## src/rtl/servo_cmd_pkg.sv

```systemverilog
// Package with constants, enumerations and types for the servo command selector.
package servo_cmd_pkg;

  // Clock period and derived counts.
  localparam int CLK_PERIOD_NS = 8;
  localparam int FILTER_TIME_MS = 4;
  localparam int FILTER_CYCLES = (FILTER_TIME_MS * 1000000) / CLK_PERIOD_NS;
  localparam int MONITOR_DELAY_S = 2;
  localparam longint MONITOR_DELAY_CYCLES = (longint'(MONITOR_DELAY_S) * 64'd1000000000) / CLK_PERIOD_NS;

  // Control mode setting codes.
  localparam logic [15:0] MODE_SPEED_CODE = 16'h0002;
  localparam logic [15:0] MODE_TORQUE_CODE = 16'h0004;

  // Input filter setting code for the 4 ms time constant.
  localparam logic [15:0] FILTER_4MS_CODE = 16'h0002;

  // Reset value of the active mode, and of the torque limit, which is also its maximum.
  localparam logic [15:0] MODE_RESET = 16'h0000;
  localparam logic [6:0] TORQUE_LIMIT_MAX = 7'h64;

  // Register indices of the command port.
  localparam logic [3:0] ADDR_MODE = 4'h0;
  localparam logic [3:0] ADDR_FILTER = 4'h1;
  localparam logic [3:0] ADDR_SPEED1 = 4'h2;
  localparam logic [3:0] ADDR_SPEED2 = 4'h3;
  localparam logic [3:0] ADDR_SPEED3 = 4'h4;
  localparam logic [3:0] ADDR_TLIMIT = 4'h5;
  localparam logic [3:0] ADDR_STATUS = 4'h6;
  localparam logic [3:0] ADDR_ACTIVE_MODE = 4'h7;

  // Status word bit positions.
  localparam int ST_READY = 0;
  localparam int ST_ENERGIZE = 1;
  localparam int ST_LOCK = 2;
  localparam int ST_DECEL = 3;
  localparam int ST_BRAKE = 4;
  localparam int ST_ALARM = 5;
  localparam int ST_DIR_CCW = 6;
  localparam int ST_DIR_CW = 7;
  localparam int ST_MONITOR = 8;

  // Number of filtered digital inputs.
  localparam int NUM_INPUTS = 10;

  // Index of each digital input in the filtered vector.
  localparam int IN_SERVO_ON = 0;
  localparam int IN_SEL0 = 1;
  localparam int IN_SEL1 = 2;
  localparam int IN_FWD = 3;
  localparam int IN_REV = 4;
  localparam int IN_TCCW = 5;
  localparam int IN_TCW = 6;
  localparam int IN_PLIM = 7;
  localparam int IN_NLIM = 8;
  localparam int IN_ESTOP = 9;

  typedef enum logic [1:0] {
    SRC_ANALOG = 2'b00,
    SRC_INNER1 = 2'b01,
    SRC_INNER2 = 2'b10,
    SRC_INNER3 = 2'b11
  } speed_src_e;

  typedef enum logic [2:0] {
    RUN_OFF = 3'b000,
    RUN_LOCK = 3'b001,
    RUN_CCW = 3'b010,
    RUN_CW = 3'b011,
    RUN_DECEL = 3'b100,
    RUN_FREE = 3'b101,
    RUN_BRAKE = 3'b110
  } run_state_e;

endpackage : servo_cmd_pkg

```

## src/rtl/input_filter_if.sv

```systemverilog
// Interface carrying raw and filtered digital inputs with the filter setting.
`timescale 1ns/10ps
interface input_filter_if #(parameter int WIDTH = 10);
  logic [WIDTH-1:0] raw;
  logic [WIDTH-1:0] clean;
  logic [31:0] filterCycles;
  modport filter (input raw, input filterCycles, output clean);
  modport user (output raw, output filterCycles, input clean);
endinterface : input_filter_if

```

## src/rtl/input_filter.sv

```systemverilog
// Synchroniser and debounce filter for the digital input terminals.
`timescale 1ns/10ps
module input_filter #(
  parameter int WIDTH = 10
) (
  // Clock and reset
  input wire logic clk_sys,
  input wire logic arst_n,
  // Input vector
  input_filter_if.filter bus
);
  typedef struct packed {
    logic [WIDTH-1:0] sync1;
    logic [WIDTH-1:0] sync2;
    logic [WIDTH-1:0] clean;
    logic [WIDTH-1:0][31:0] count;
  } filt_s;

  filt_s state;
  filt_s next_state;

  always_comb begin
    next_state = state;
    next_state.sync1 = bus.raw;
    next_state.sync2 = state.sync1;
    for (int i = 0; i < WIDTH; i++) begin
      if (state.sync2[i] == state.clean[i]) begin
        next_state.count[i] = 32'h0;
      end else if (state.count[i] + 32'h1 >= bus.filterCycles) begin
        next_state.clean[i] = state.sync2[i];
        next_state.count[i] = 32'h0;
      end else begin
        next_state.count[i] = state.count[i] + 32'h1;
      end
    end
  end

  always_ff @(posedge clk_sys or negedge arst_n) begin
    if (!arst_n) begin
      state <= '0;
    end else begin
      state <= next_state;
    end
  end

  assign bus.clean = state.clean;
endmodule : input_filter

```

## src/rtl/servo_cmd_select.sv

```systemverilog
// Run and stop sequencing with command source selection for speed and torque modes.
//
// The implementer's own choices: the register addresses and the strobed register port.
`timescale 1ns/10ps
//
// Contract
// - In speed mode the select bits pick analog, inner speed 1, 2 or 3 for codes 00, 01, 10, 11.
// - In speed mode forward-only runs counter-clockwise, reverse-only clockwise, both or neither holds servo lock unless the motor was running.
// - Both start inputs on or both off decelerate the motor to a stop instead of halting abruptly.
// - In speed mode servo-on makes the drive ready, energizes the motor and enters servo lock.
// - In torque mode servo-on makes the drive ready but leaves the motor unenergized and free.
// - Releasing servo-on stops driving the motor and leaves the shaft free without braking.
// - Any alarm engages the dynamic brake and stops the motor abruptly.
// - Emergency stop going inactive acts as an alarm and also shows the alarm indication.
// - Each travel limit allows rotation in its direction only while asserted, otherwise the dynamic brake engages.
// - In torque mode the first torque-direction input drives counter-clockwise and the second clockwise.
// - In torque mode the select bits choose the speed limit source with the speed-mode encoding.
// - Two seconds after power-up the display switches to motor speed or torque command voltage per mode.
// - Mode code 0004 selects torque mode and a new mode setting takes effect only after a power cycle; reset restores 0002, so speed mode is always active.
// - Filter setting 0002 gives the input filters a 4 ms time constant.
// - The first inner torque limit is a percentage of maximum torque, so 50 gives half torque.
// - A digital input reads 1 when shorted to signal ground and 0 when open.
module servo_cmd_select
  import servo_cmd_pkg::*;
#(
  parameter longint MONITOR_CYCLES = MONITOR_DELAY_CYCLES,
  parameter int FILTER_COUNT = FILTER_CYCLES,
  parameter int SPEED_WIDTH = 16
) (
  // Clock and reset
  input wire logic clk_sys,
  input wire logic arst_n,
  // Digital input terminals, low when shorted to signal ground
  input wire logic servo_on_input_n,
  input wire logic speed_select_bit0_n,
  input wire logic speed_select_bit1_n,
  input wire logic forward_start_input_n,
  input wire logic reverse_start_input_n,
  input wire logic torque_ccw_select_n,
  input wire logic torque_cw_select_n,
  input wire logic positive_travel_limit_n,
  input wire logic negative_travel_limit_n,
  input wire logic emergency_stop_input_n,
  // Internal fault and analog command
  input wire logic faultIn,
  input wire logic [SPEED_WIDTH-1:0] analog_speed_command,
  // Register port
  input wire logic [3:0] regAddr,
  input wire logic [15:0] regWrData,
  input wire logic regWr,
  input wire logic regRd,
  output logic [15:0] regRdData,
  // Drive outputs
  output logic driveReady,
  output logic motorEnergize,
  output logic servoLock,
  output logic decelStop,
  output logic dynamicBrake,
  output logic dirCcw,
  output logic dirCw,
  output logic alarm_indication,
  output logic [SPEED_WIDTH-1:0] speedCommand,
  output logic [1:0] speedSource,
  output logic [6:0] torqueLimit,
  output logic torqueMode,
  output logic monitorDefault,
  output logic monitorTorque
);

  typedef struct packed {
    logic [15:0] modeSetting;
    logic [15:0] filterSetting;
    logic [15:0] inner1;
    logic [15:0] inner2;
    logic [15:0] inner3;
    logic [6:0] tlimit;
    logic [15:0] activeMode;
    logic [15:0] activeFilter;
    logic started;
    logic [63:0] monCount;
    logic monDone;
    run_state_e run;
    logic alarmLatched;
    logic [SPEED_WIDTH-1:0] speed;
    logic [1:0] src;
    logic [15:0] rdData;
    logic outReady;
    logic outEnergize;
    logic outLock;
    logic outDecel;
    logic outBrake;
    logic outCcw;
    logic outCw;
    logic outTorque;
    logic outMonTorque;
  } top_s;

  top_s state;
  top_s next_state;
  logic [NUM_INPUTS-1:0] din;
  logic [15:0] statusWord;

  input_filter_if #(.WIDTH(NUM_INPUTS)) filt ();

  // Shorted to ground is the active state, so the terminals are inverted.
  assign filt.raw = ~{emergency_stop_input_n, negative_travel_limit_n, positive_travel_limit_n,
                      torque_cw_select_n, torque_ccw_select_n, reverse_start_input_n,
                      forward_start_input_n, speed_select_bit1_n, speed_select_bit0_n,
                      servo_on_input_n};
  assign filt.filterCycles = (state.activeFilter == FILTER_4MS_CODE) ? 32'(FILTER_COUNT) : 32'h1;

  input_filter #(.WIDTH(NUM_INPUTS)) u_filter (
    .clk_sys(clk_sys),
    .arst_n(arst_n),
    .bus(filt.filter)
  );

  assign din = filt.clean;

  always_comb begin
    logic isTorque;
    logic fault;
    logic fwd;
    logic rev;
    isTorque = 1'b0;
    fault = 1'b0;
    fwd = 1'b0;
    rev = 1'b0;
    next_state = state;

    // Settings written over the register port.
    if (regWr) begin
      case (regAddr)
        ADDR_MODE: begin
          next_state.modeSetting = regWrData;
        end
        ADDR_FILTER: begin
          next_state.filterSetting = regWrData;
        end
        ADDR_SPEED1: begin
          next_state.inner1 = regWrData;
        end
        ADDR_SPEED2: begin
          next_state.inner2 = regWrData;
        end
        ADDR_SPEED3: begin
          next_state.inner3 = regWrData;
        end
        ADDR_TLIMIT: begin
          next_state.tlimit = (regWrData > 16'(TORQUE_LIMIT_MAX)) ? TORQUE_LIMIT_MAX : regWrData[6:0];
        end
        ADDR_STATUS, ADDR_ACTIVE_MODE: begin
          // Status and the active mode are read-only, so writes to them are dropped.
        end
        default: begin
        end
      endcase
    end

    // Mode and filter settings are captured once after reset release only.
    if (!state.started) begin
      next_state.started = 1'b1;
      next_state.activeMode = state.modeSetting;
      next_state.activeFilter = state.filterSetting;
    end

    isTorque = (state.activeMode == MODE_TORQUE_CODE);

    // Default monitor switch after the power-up delay.
    if (!state.monDone) begin
      if (state.monCount + 64'h1 >= 64'(MONITOR_CYCLES)) begin
        next_state.monDone = 1'b1;
      end else begin
        next_state.monCount = state.monCount + 64'h1;
      end
    end

    // Source selection shared by speed command and torque speed limit.
    next_state.src = {din[IN_SEL1], din[IN_SEL0]};
    case (speed_src_e'({din[IN_SEL1], din[IN_SEL0]}))
      SRC_ANALOG: begin
        next_state.speed = analog_speed_command;
      end
      SRC_INNER1: begin
        next_state.speed = SPEED_WIDTH'(state.inner1);
      end
      SRC_INNER2: begin
        next_state.speed = SPEED_WIDTH'(state.inner2);
      end
      SRC_INNER3: begin
        next_state.speed = SPEED_WIDTH'(state.inner3);
      end
      default: begin
        next_state.speed = analog_speed_command;
      end
    endcase

    // Direction requests and travel limits.
    if (isTorque) begin
      fwd = din[IN_TCCW] & ~din[IN_TCW];
      rev = din[IN_TCW] & ~din[IN_TCCW];
    end else begin
      fwd = din[IN_FWD] & ~din[IN_REV];
      rev = din[IN_REV] & ~din[IN_FWD];
    end

    // Alarm and emergency stop both brake, and both raise the indication.
    fault = faultIn | ~din[IN_ESTOP];
    next_state.alarmLatched = ~din[IN_ESTOP] | faultIn;

    if (fault) begin
      next_state.run = RUN_BRAKE;
    end else if (!din[IN_SERVO_ON]) begin
      next_state.run = RUN_OFF;
    end else if ((fwd && !din[IN_PLIM]) || (rev && !din[IN_NLIM])) begin
      next_state.run = RUN_BRAKE;
    end else if (fwd) begin
      next_state.run = RUN_CCW;
    end else if (rev) begin
      next_state.run = RUN_CW;
    end else if (isTorque) begin
      next_state.run = RUN_FREE;
    end else begin
      case (state.run)
        RUN_CCW, RUN_CW, RUN_DECEL: begin
          next_state.run = RUN_DECEL;
        end
        default: begin
          next_state.run = RUN_LOCK;
        end
      endcase
    end

    // Drive outputs are decoded from the next run state, active mode and monitor flag so that they leave flip-flops.
    next_state.outReady = (next_state.run != RUN_OFF) && (next_state.run != RUN_BRAKE);
    next_state.outEnergize = (next_state.run == RUN_LOCK) || (next_state.run == RUN_CCW) ||
                             (next_state.run == RUN_CW) || (next_state.run == RUN_DECEL);
    next_state.outLock = (next_state.run == RUN_LOCK);
    next_state.outDecel = (next_state.run == RUN_DECEL);
    next_state.outBrake = (next_state.run == RUN_BRAKE);
    next_state.outCcw = (next_state.run == RUN_CCW);
    next_state.outCw = (next_state.run == RUN_CW);
    next_state.outTorque = (next_state.activeMode == MODE_TORQUE_CODE);
    next_state.outMonTorque = next_state.monDone && (next_state.activeMode == MODE_TORQUE_CODE);

    // Read data stand in the cycle after the read strobe.
    next_state.rdData = 16'h0000;
    if (regRd) begin
      case (regAddr)
        ADDR_MODE: begin
          next_state.rdData = state.modeSetting;
        end
        ADDR_FILTER: begin
          next_state.rdData = state.filterSetting;
        end
        ADDR_SPEED1: begin
          next_state.rdData = state.inner1;
        end
        ADDR_SPEED2: begin
          next_state.rdData = state.inner2;
        end
        ADDR_SPEED3: begin
          next_state.rdData = state.inner3;
        end
        ADDR_TLIMIT: begin
          next_state.rdData = {9'h000, state.tlimit};
        end
        ADDR_STATUS: begin
          next_state.rdData = statusWord;
        end
        ADDR_ACTIVE_MODE: begin
          next_state.rdData = state.activeMode;
        end
        default: begin
          next_state.rdData = 16'h0000;
        end
      endcase
    end
  end

  always_ff @(posedge clk_sys or negedge arst_n) begin
    if (!arst_n) begin
      state.modeSetting <= MODE_SPEED_CODE;
      state.filterSetting <= FILTER_4MS_CODE;
      state.inner1 <= 16'h0000;
      state.inner2 <= 16'h0000;
      state.inner3 <= 16'h0000;
      state.tlimit <= TORQUE_LIMIT_MAX;
      state.activeMode <= MODE_RESET;
      state.activeFilter <= FILTER_4MS_CODE;
      state.started <= 1'b0;
      state.monCount <= 64'h0;
      state.monDone <= 1'b0;
      state.run <= RUN_OFF;
      state.alarmLatched <= 1'b0;
      state.speed <= '0;
      state.src <= 2'h0;
      state.rdData <= 16'h0000;
      state.outReady <= 1'b0;
      state.outEnergize <= 1'b0;
      state.outLock <= 1'b0;
      state.outDecel <= 1'b0;
      state.outBrake <= 1'b0;
      state.outCcw <= 1'b0;
      state.outCw <= 1'b0;
      state.outTorque <= 1'b0;
      state.outMonTorque <= 1'b0;
    end else begin
      state <= next_state;
    end
  end

  // Registered drive outputs; the first seven are decoded from the run state.
  assign driveReady = state.outReady;
  assign motorEnergize = state.outEnergize;
  assign servoLock = state.outLock;
  assign decelStop = state.outDecel;
  assign dynamicBrake = state.outBrake;
  assign dirCcw = state.outCcw;
  assign dirCw = state.outCw;
  assign alarm_indication = state.alarmLatched;
  assign speedCommand = state.speed;
  assign speedSource = state.src;
  assign torqueLimit = state.tlimit;
  assign torqueMode = state.outTorque;
  assign monitorDefault = state.monDone;
  assign monitorTorque = state.outMonTorque;
  assign regRdData = state.rdData;

  always_comb begin
    statusWord = 16'h0000;
    statusWord[ST_READY] = driveReady;
    statusWord[ST_ENERGIZE] = motorEnergize;
    statusWord[ST_LOCK] = servoLock;
    statusWord[ST_DECEL] = decelStop;
    statusWord[ST_BRAKE] = dynamicBrake;
    statusWord[ST_ALARM] = alarm_indication;
    statusWord[ST_DIR_CCW] = dirCcw;
    statusWord[ST_DIR_CW] = dirCw;
    statusWord[ST_MONITOR] = monitorDefault;
  end

endmodule : servo_cmd_select

```

## config.mk

```make
export PLATFORM = sky130hd
export DESIGN_NAME = servo_cmd_select
export DESIGN_NICKNAME = d
export VERILOG_FILES = /design/src/rtl/servo_cmd_pkg.sv /design/src/rtl/input_filter_if.sv /design/src/rtl/input_filter.sv /design/src/rtl/servo_cmd_select.sv
export SDC_FILE = /design/constraint.sdc
export NUM_CORES = 1
export LEC_CHECK = 0
export BUFFER_PORTS_ARGS = -buffer_cell sky130_fd_sc_hd__buf_2
export CORE_UTILIZATION = 30
export DETAILED_ROUTE_END_ITERATION = 12
export GPL_TIMING_DRIVEN = 0
export PLACE_DENSITY = 0.42
export SLEW_MARGIN = 15
export SYNTH_ARGS = -nofsm -noshare
export SYNTH_HDL_FRONTEND = slang
export SYNTH_SLANG_ARGS = --single-unit
```

## constraint.sdc

```tcl
create_clock -name clk_sys -period 18.1 [get_ports clk_sys]
set_input_delay 0.905 -clock clk_sys [delete_from_list [all_inputs] [get_ports clk_sys]]
set_output_delay 0.905 -clock clk_sys [all_outputs]
set_load 0.01 [all_outputs]
```

-- After elaboration in Yosys (flattened, before gate mapping)
Cells that the tools add are included.
- register bits: 582
- bits in latches: 0
- memory bits (writable): 0
- bits in read-only memories: 0
- input bits: 51
- output and inout bits: 52
- word-level logic and storage cells: 193
- memories: 0
- add/sub/neg operators: 11
- multipliers: 0
- divide/modulo/power cells: 0
- magnitude comparators: 12
- eq/ne operators: 32
- shifts and indexed selects: 0
- multiplexer cells: 37
- bitwise operators: 23
- reduce and logical (&&, ||, !) cells: 31
- operators by type and width (operator ; count):
    $mux 32 ; 20
    $add 32x1->32 const B ; 10
    $ge 32x19->1 ; 10
    $pmux 16 s8 ; 1
    $add 64x1->64 const B ; 1
    $ge 64x28->1 const B ; 1
    $pmux 16 s4 ; 1
    $reduce_and 2->1 ; 17
    $mux 33 ; 1
    $eq 16x3->1 const B ; 2
    $mux 3 ; 7
    $mux 19 ; 1
    $not 1->1 ; 17
    $eq 16x2->1 const B ; 1
    $eq 4x3->1 const B ; 4
    $gt 16x7->1 const B ; 1
    $mux 16 ; 1
    $eq 3x2->1 const B ; 4
    $eq 1x1->1 ; 10
    $not 10->10 ; 1
    $eq 3x3->1 const B ; 3
    $eq 4x2->1 const B ; 2
    $mux 7 ; 1
    $and 1x1->1 ; 4
    other kinds (14) ; 25

-- Logic depth before layout (Yosys ltp)
- depth after elaboration: 13
- mapped depth: 17
- gate-level depth less buffers: 15

-- By module
From an unflattened synthesis, not the netlist that was laid out.
- cells, all modules: 3453
- area, all modules: 35392.7 sq um
- by module, submodules not included (module ; times used ; cells each ; area an instance (sq um) ; seq. area each (sq um)):
    input_filter ; 1 ; 2431 ; 23857.9 ; 8758.4
    servo_cmd_select ; 1 ; 1022 ; 11534.8 ; 5813.1

-- Least setup slack after synthesis
Ideal clock, no wire load.
- path kind: register -> register
- from: register state[114] in the netlist's numbering
- to: register u_filter.state[195] in the netlist's numbering
- setup time: 0.071 ns
- arrival: 5.860 ns
- required time: 18.029 ns
- slack: 12.168 ns
- stages on the path, launching flop included: 14
- buffers on the path: 2
- clock period less this slack: 5.932 ns
- cell sequence: dfstp_2 -> nor4b_1 -> nand4_1 -> ha_1 -> nor2_1 -> a31oi_1 -> o31a_1 -> o41ai_1 -> a311oi_1 -> or4_1 -> nand2b_1 -> buf_2 -> buf_2 -> nor2_1
- RTL lines (item ; RTL line ; RTL):
    start: declaration ; servo_cmd_select.sv:98 ; top_s state;
    end signal: assignment ; input_filter.sv:42 ; state <= next_state;
    end: declaration ; input_filter.sv:19 ; filt_s state;

==> results.cfg <==
[critical_path]
r2r_setup_slack_ns = 13.11
cpLargestDelayFamily = simple AND/OR/NAND/NOR gates
crit_arrival_ns = 5.52
rr_worst_depth = 16
critPathLaunchType = flip-flop
cp.buffers_inverters = 5
required_ns = 18.63
r2r_start = state[114]
cp-end-kind = flip-flop
cp_slowest_cell = or4_1
cpPeakStageDelay_ns = 0.59
cp_max_fo = 13
crit_type = flip-flop to flip-flop
rr_endpoint = u_filter.state[196]
crit_chain = nor4b_1 -> nand4_1 -> buf_6 -> buf_8 -> buf_6 -> ha_1 -> nor2_1 -> a31oi_1 -> o31a_1 -> o41ai_1 -> a311oi_1 -> or4_1 -> nand2b_1 -> buf_2 -> buf_2 -> nor2_1

[clock_network]
clock_latency_ns = 0.62
clkSinkCount = 582
cts_setup_buffers = 0
cts_buffers = 73
cts_tree = done
cts_resized = 0
ctsHoldBuffers = 0
cts_root_buf = clkbuf_16
clk_path_buf_depth = 3
clkSlewWorstSetupHoldPaths_ns = 0.05
htreeDepth = 3

[route]
drc = 0
drt_iter0_drc = 1283
post_drt_wl_per_cell_um = 16.8
wirelength_mm = 75.7
ant_nets = 0
vias = 22100
drt-pass1-iter-count = 5
viasPerCell = 4.91

[synthesis]
synth_cell_types = 94
ys_warn_count = 0
yosys_register_bits = 582
synth_top_area_share_pct = 48.0
ys.flop_type = dfrtp_1
netlist_top_cells_area = dfrtp_1 (48%), mux2_2 (5.1%), xnor2_1 (4.7%)
synth_cells = 2851
yosysTopAreaCell = dfrtp_1
synth_area_mm2 = 0.0300
synth-async-reset-ratio_pct = 100
synthTopCellsByCount = dfrtp_1 (576), nor2_1 (248), nand2_1 (210)
syn_avg_cell_area_um2 = 10.5
synth_edf_count = 0
synth.most_common_cell = dfrtp_1
ys_seq_area_share_pct = 48.5

[placement]
dpl_worst_slack_ns = 13.08
place_inst = 4377
placed_area_mm2 = 0.0329
dpl.hpwl_mm = 54.6
port_buffers = 97
place.gp.congestion = 0.811

[floorplanning]
ios = 103
fp.dieArea_mm2 = 0.101
die_h_um = 318
core_area_mm2 = 0.0987
initial_core_util_pct = 30.4
rows = 115
dieWidth_um = 318

[layout]
drive_gt1_share_pct = 16.0
finalNonFillerCells = 4506
num_antenna_cells = 0
final_nets = 3307
area_growth_syn_to_layout_pct = 17.6
stdcell_area_mm2 = 0.0353

[sta]
fin_crit_ns = 4.99
setup_ws_ns = 13.11
holdWs_ns = 0.249
setup_tns_ns = 0
rsz0062_at_grt = false
drv_slew = 0
period_share_pct = 27.6
tightest_slew_ns = 1.20
skew_ns = 0.0282
hold_viol = 0
slew_headroom_pct = 19.5
finalSetupViolCount = 0
timing.fmax_mhz = 200

[power_and_ir_drop]
power_leakage_nw = 15.1
power.density_mw_per_mm2 = 90.2
seqPwrFrac_pct = 46.2
p_sw_mw = 0.760
clockPowerShare_pct = 46.8
internal_power_mw = 2.42
peakVddDrop_mv = 0.0500
power_frac_comb_pct = 7.0
switching_share_pct = 23.9

[run]
drv_cap = 0

[global_route]
grt_overflow_total = 0
grt_max_degree = 93
track_usage_pct = 15.1
grt_pass1_wl_mm = 124
antenna_found_initial = 6
grt_pass1_vias = 22300

[min_path]
worstHoldPathType = input port to asynchronous set/reset pin

[run_status]
status = finished clean
## registers in the layout (all words and copies together) (netlist names)
signal and flops:
torqueLimit 7, servoLock 1, state 180, dynamicBrake 1, driveReady 1, alarm_indication 1
u_filter.next_state 10, motorEnergize 1, dirCw 1, dirCcw 1, regRdData 16, torqueMode 1
monitorDefault 1, u_filter.bus.clean 10, decelStop 1, speedCommand 16, monitorTorque 1, speedSource 2
u_filter.state 330
## power groups by stage
stage / clock [mW] / sequential, mW / combinational [mW]
6_report: 1.49 / 1.47 / 0.223
5_1_grt: 1.60 / 1.48 / 0.249
4_1_cts: 1.55 / 1.47 / 0.228
3_5_place_dp: 0 / 1.49 / 0.227
3_3_place_gp: 0 / 1.49 / 0.219
2_1_floorplan: 0 / 1.46 / 0.143
## worst register-to-register path, delay by kind of cell, from the launching register on
kind / cells / cell delay (ns)
flip-flops: 1 / 0.52
adder cells (fa/ha/maj): 1 / 0.28
buffers and inverters: 5 / 1.13
AND/OR/NAND/NOR: 6 / 1.97
AO/OA/AOI/OAI: 4 / 1.00
## through the flow
| stage | utilization [%] | power, mW |
|---|---|---|
| after floorplan | - | 1.61 |
| after global placement | 33.0 | 1.71 |
| after detailed placement | 33.3 | 1.72 |
| after CTS | 35.8 | 3.25 |
| after global routing | 35.8 | 3.33 |
| final | 35.8 | 3.18 |
## how the worst max path moves through the flow
stage	startpoint	to	slack, ns	depth (start not counted)
after detailed placement	state[122]	u_filter.state[198]	13.08	16
final	state[114]	u_filter.state[196]	13.11	16
after CTS	state[122]	u_filter.state[193]	13.03	16
after floorplan	state[114]	u_filter.state[195]	12.17	13
after global routing	state[114]	u_filter.state[35]	12.70	14
after global placement	arst_n	u_filter.state[313]	3.54	1
## placed cells by master, fill, tap and decap left out, types with 16 or more instances in the layout
| cell type | n |
|---|---|
| nor2_1 | 248 |
| and2_1 | 24 |
| nand3_1 | 153 |
| nor4_1 | 38 |
| nand2_1 | 210 |
| ha_1 | 91 |
| a22oi_1 | 55 |
| mux4_2 | 16 |
| dfrtp_1 | 576 |
| buf_2 | 118 |
| nand2b_1 | 18 |
| mux2i_1 | 16 |
| buf_4 | 47 |
| a21oi_1 | 51 |
| nor2b_1 | 77 |
| conb_1 | 131 |
| nand4_1 | 88 |
| xor2_1 | 111 |
| inv_1 | 59 |
| clkbuf_1 | 58 |
| nor3_1 | 76 |
| xnor2_1 | 162 |
| mux2_2 | 137 |
| and4_1 | 25 |
| clkbuf_16 | 76 |
| o21ai_0 | 42 |
| and3_1 | 118 |
| a31oi_1 | 45 |
## cells by family after synthesis
group / share of synthesized area, %
AO/OA/AOI/OAI: 8.89
XOR/XNOR: 7.96
adder cells (fa/ha/maj): 3.86
buffers and inverters: 3.14
flip-flops: 48.5
multiplexers: 6.96
other: 0.0250
AND/OR/NAND/NOR: 20.6
## layer usage
metal  vias to the layer above  global-route usage [%]  routed length (µm)
met5                         -                       0                  24
met4                         4                    4.72                2110
met3                       119                    3.31                3410
met2                       379                    23.9               34200
met1                     10800                    20.6               36000
li1                      10800                       -                   -
## final cells by class
cell class,count,area [µm²]
plain buffers,126,722
clock inverters,26,328
fillers,9881,63400
repair buffers,110,747
flip-flops and latches,582,14600
well taps,1287,1610
clock buffers,103,2120
inverters,59,221
multi-input cells,2213,15000
No activity file was read; power rests on OpenSTA's default activity.
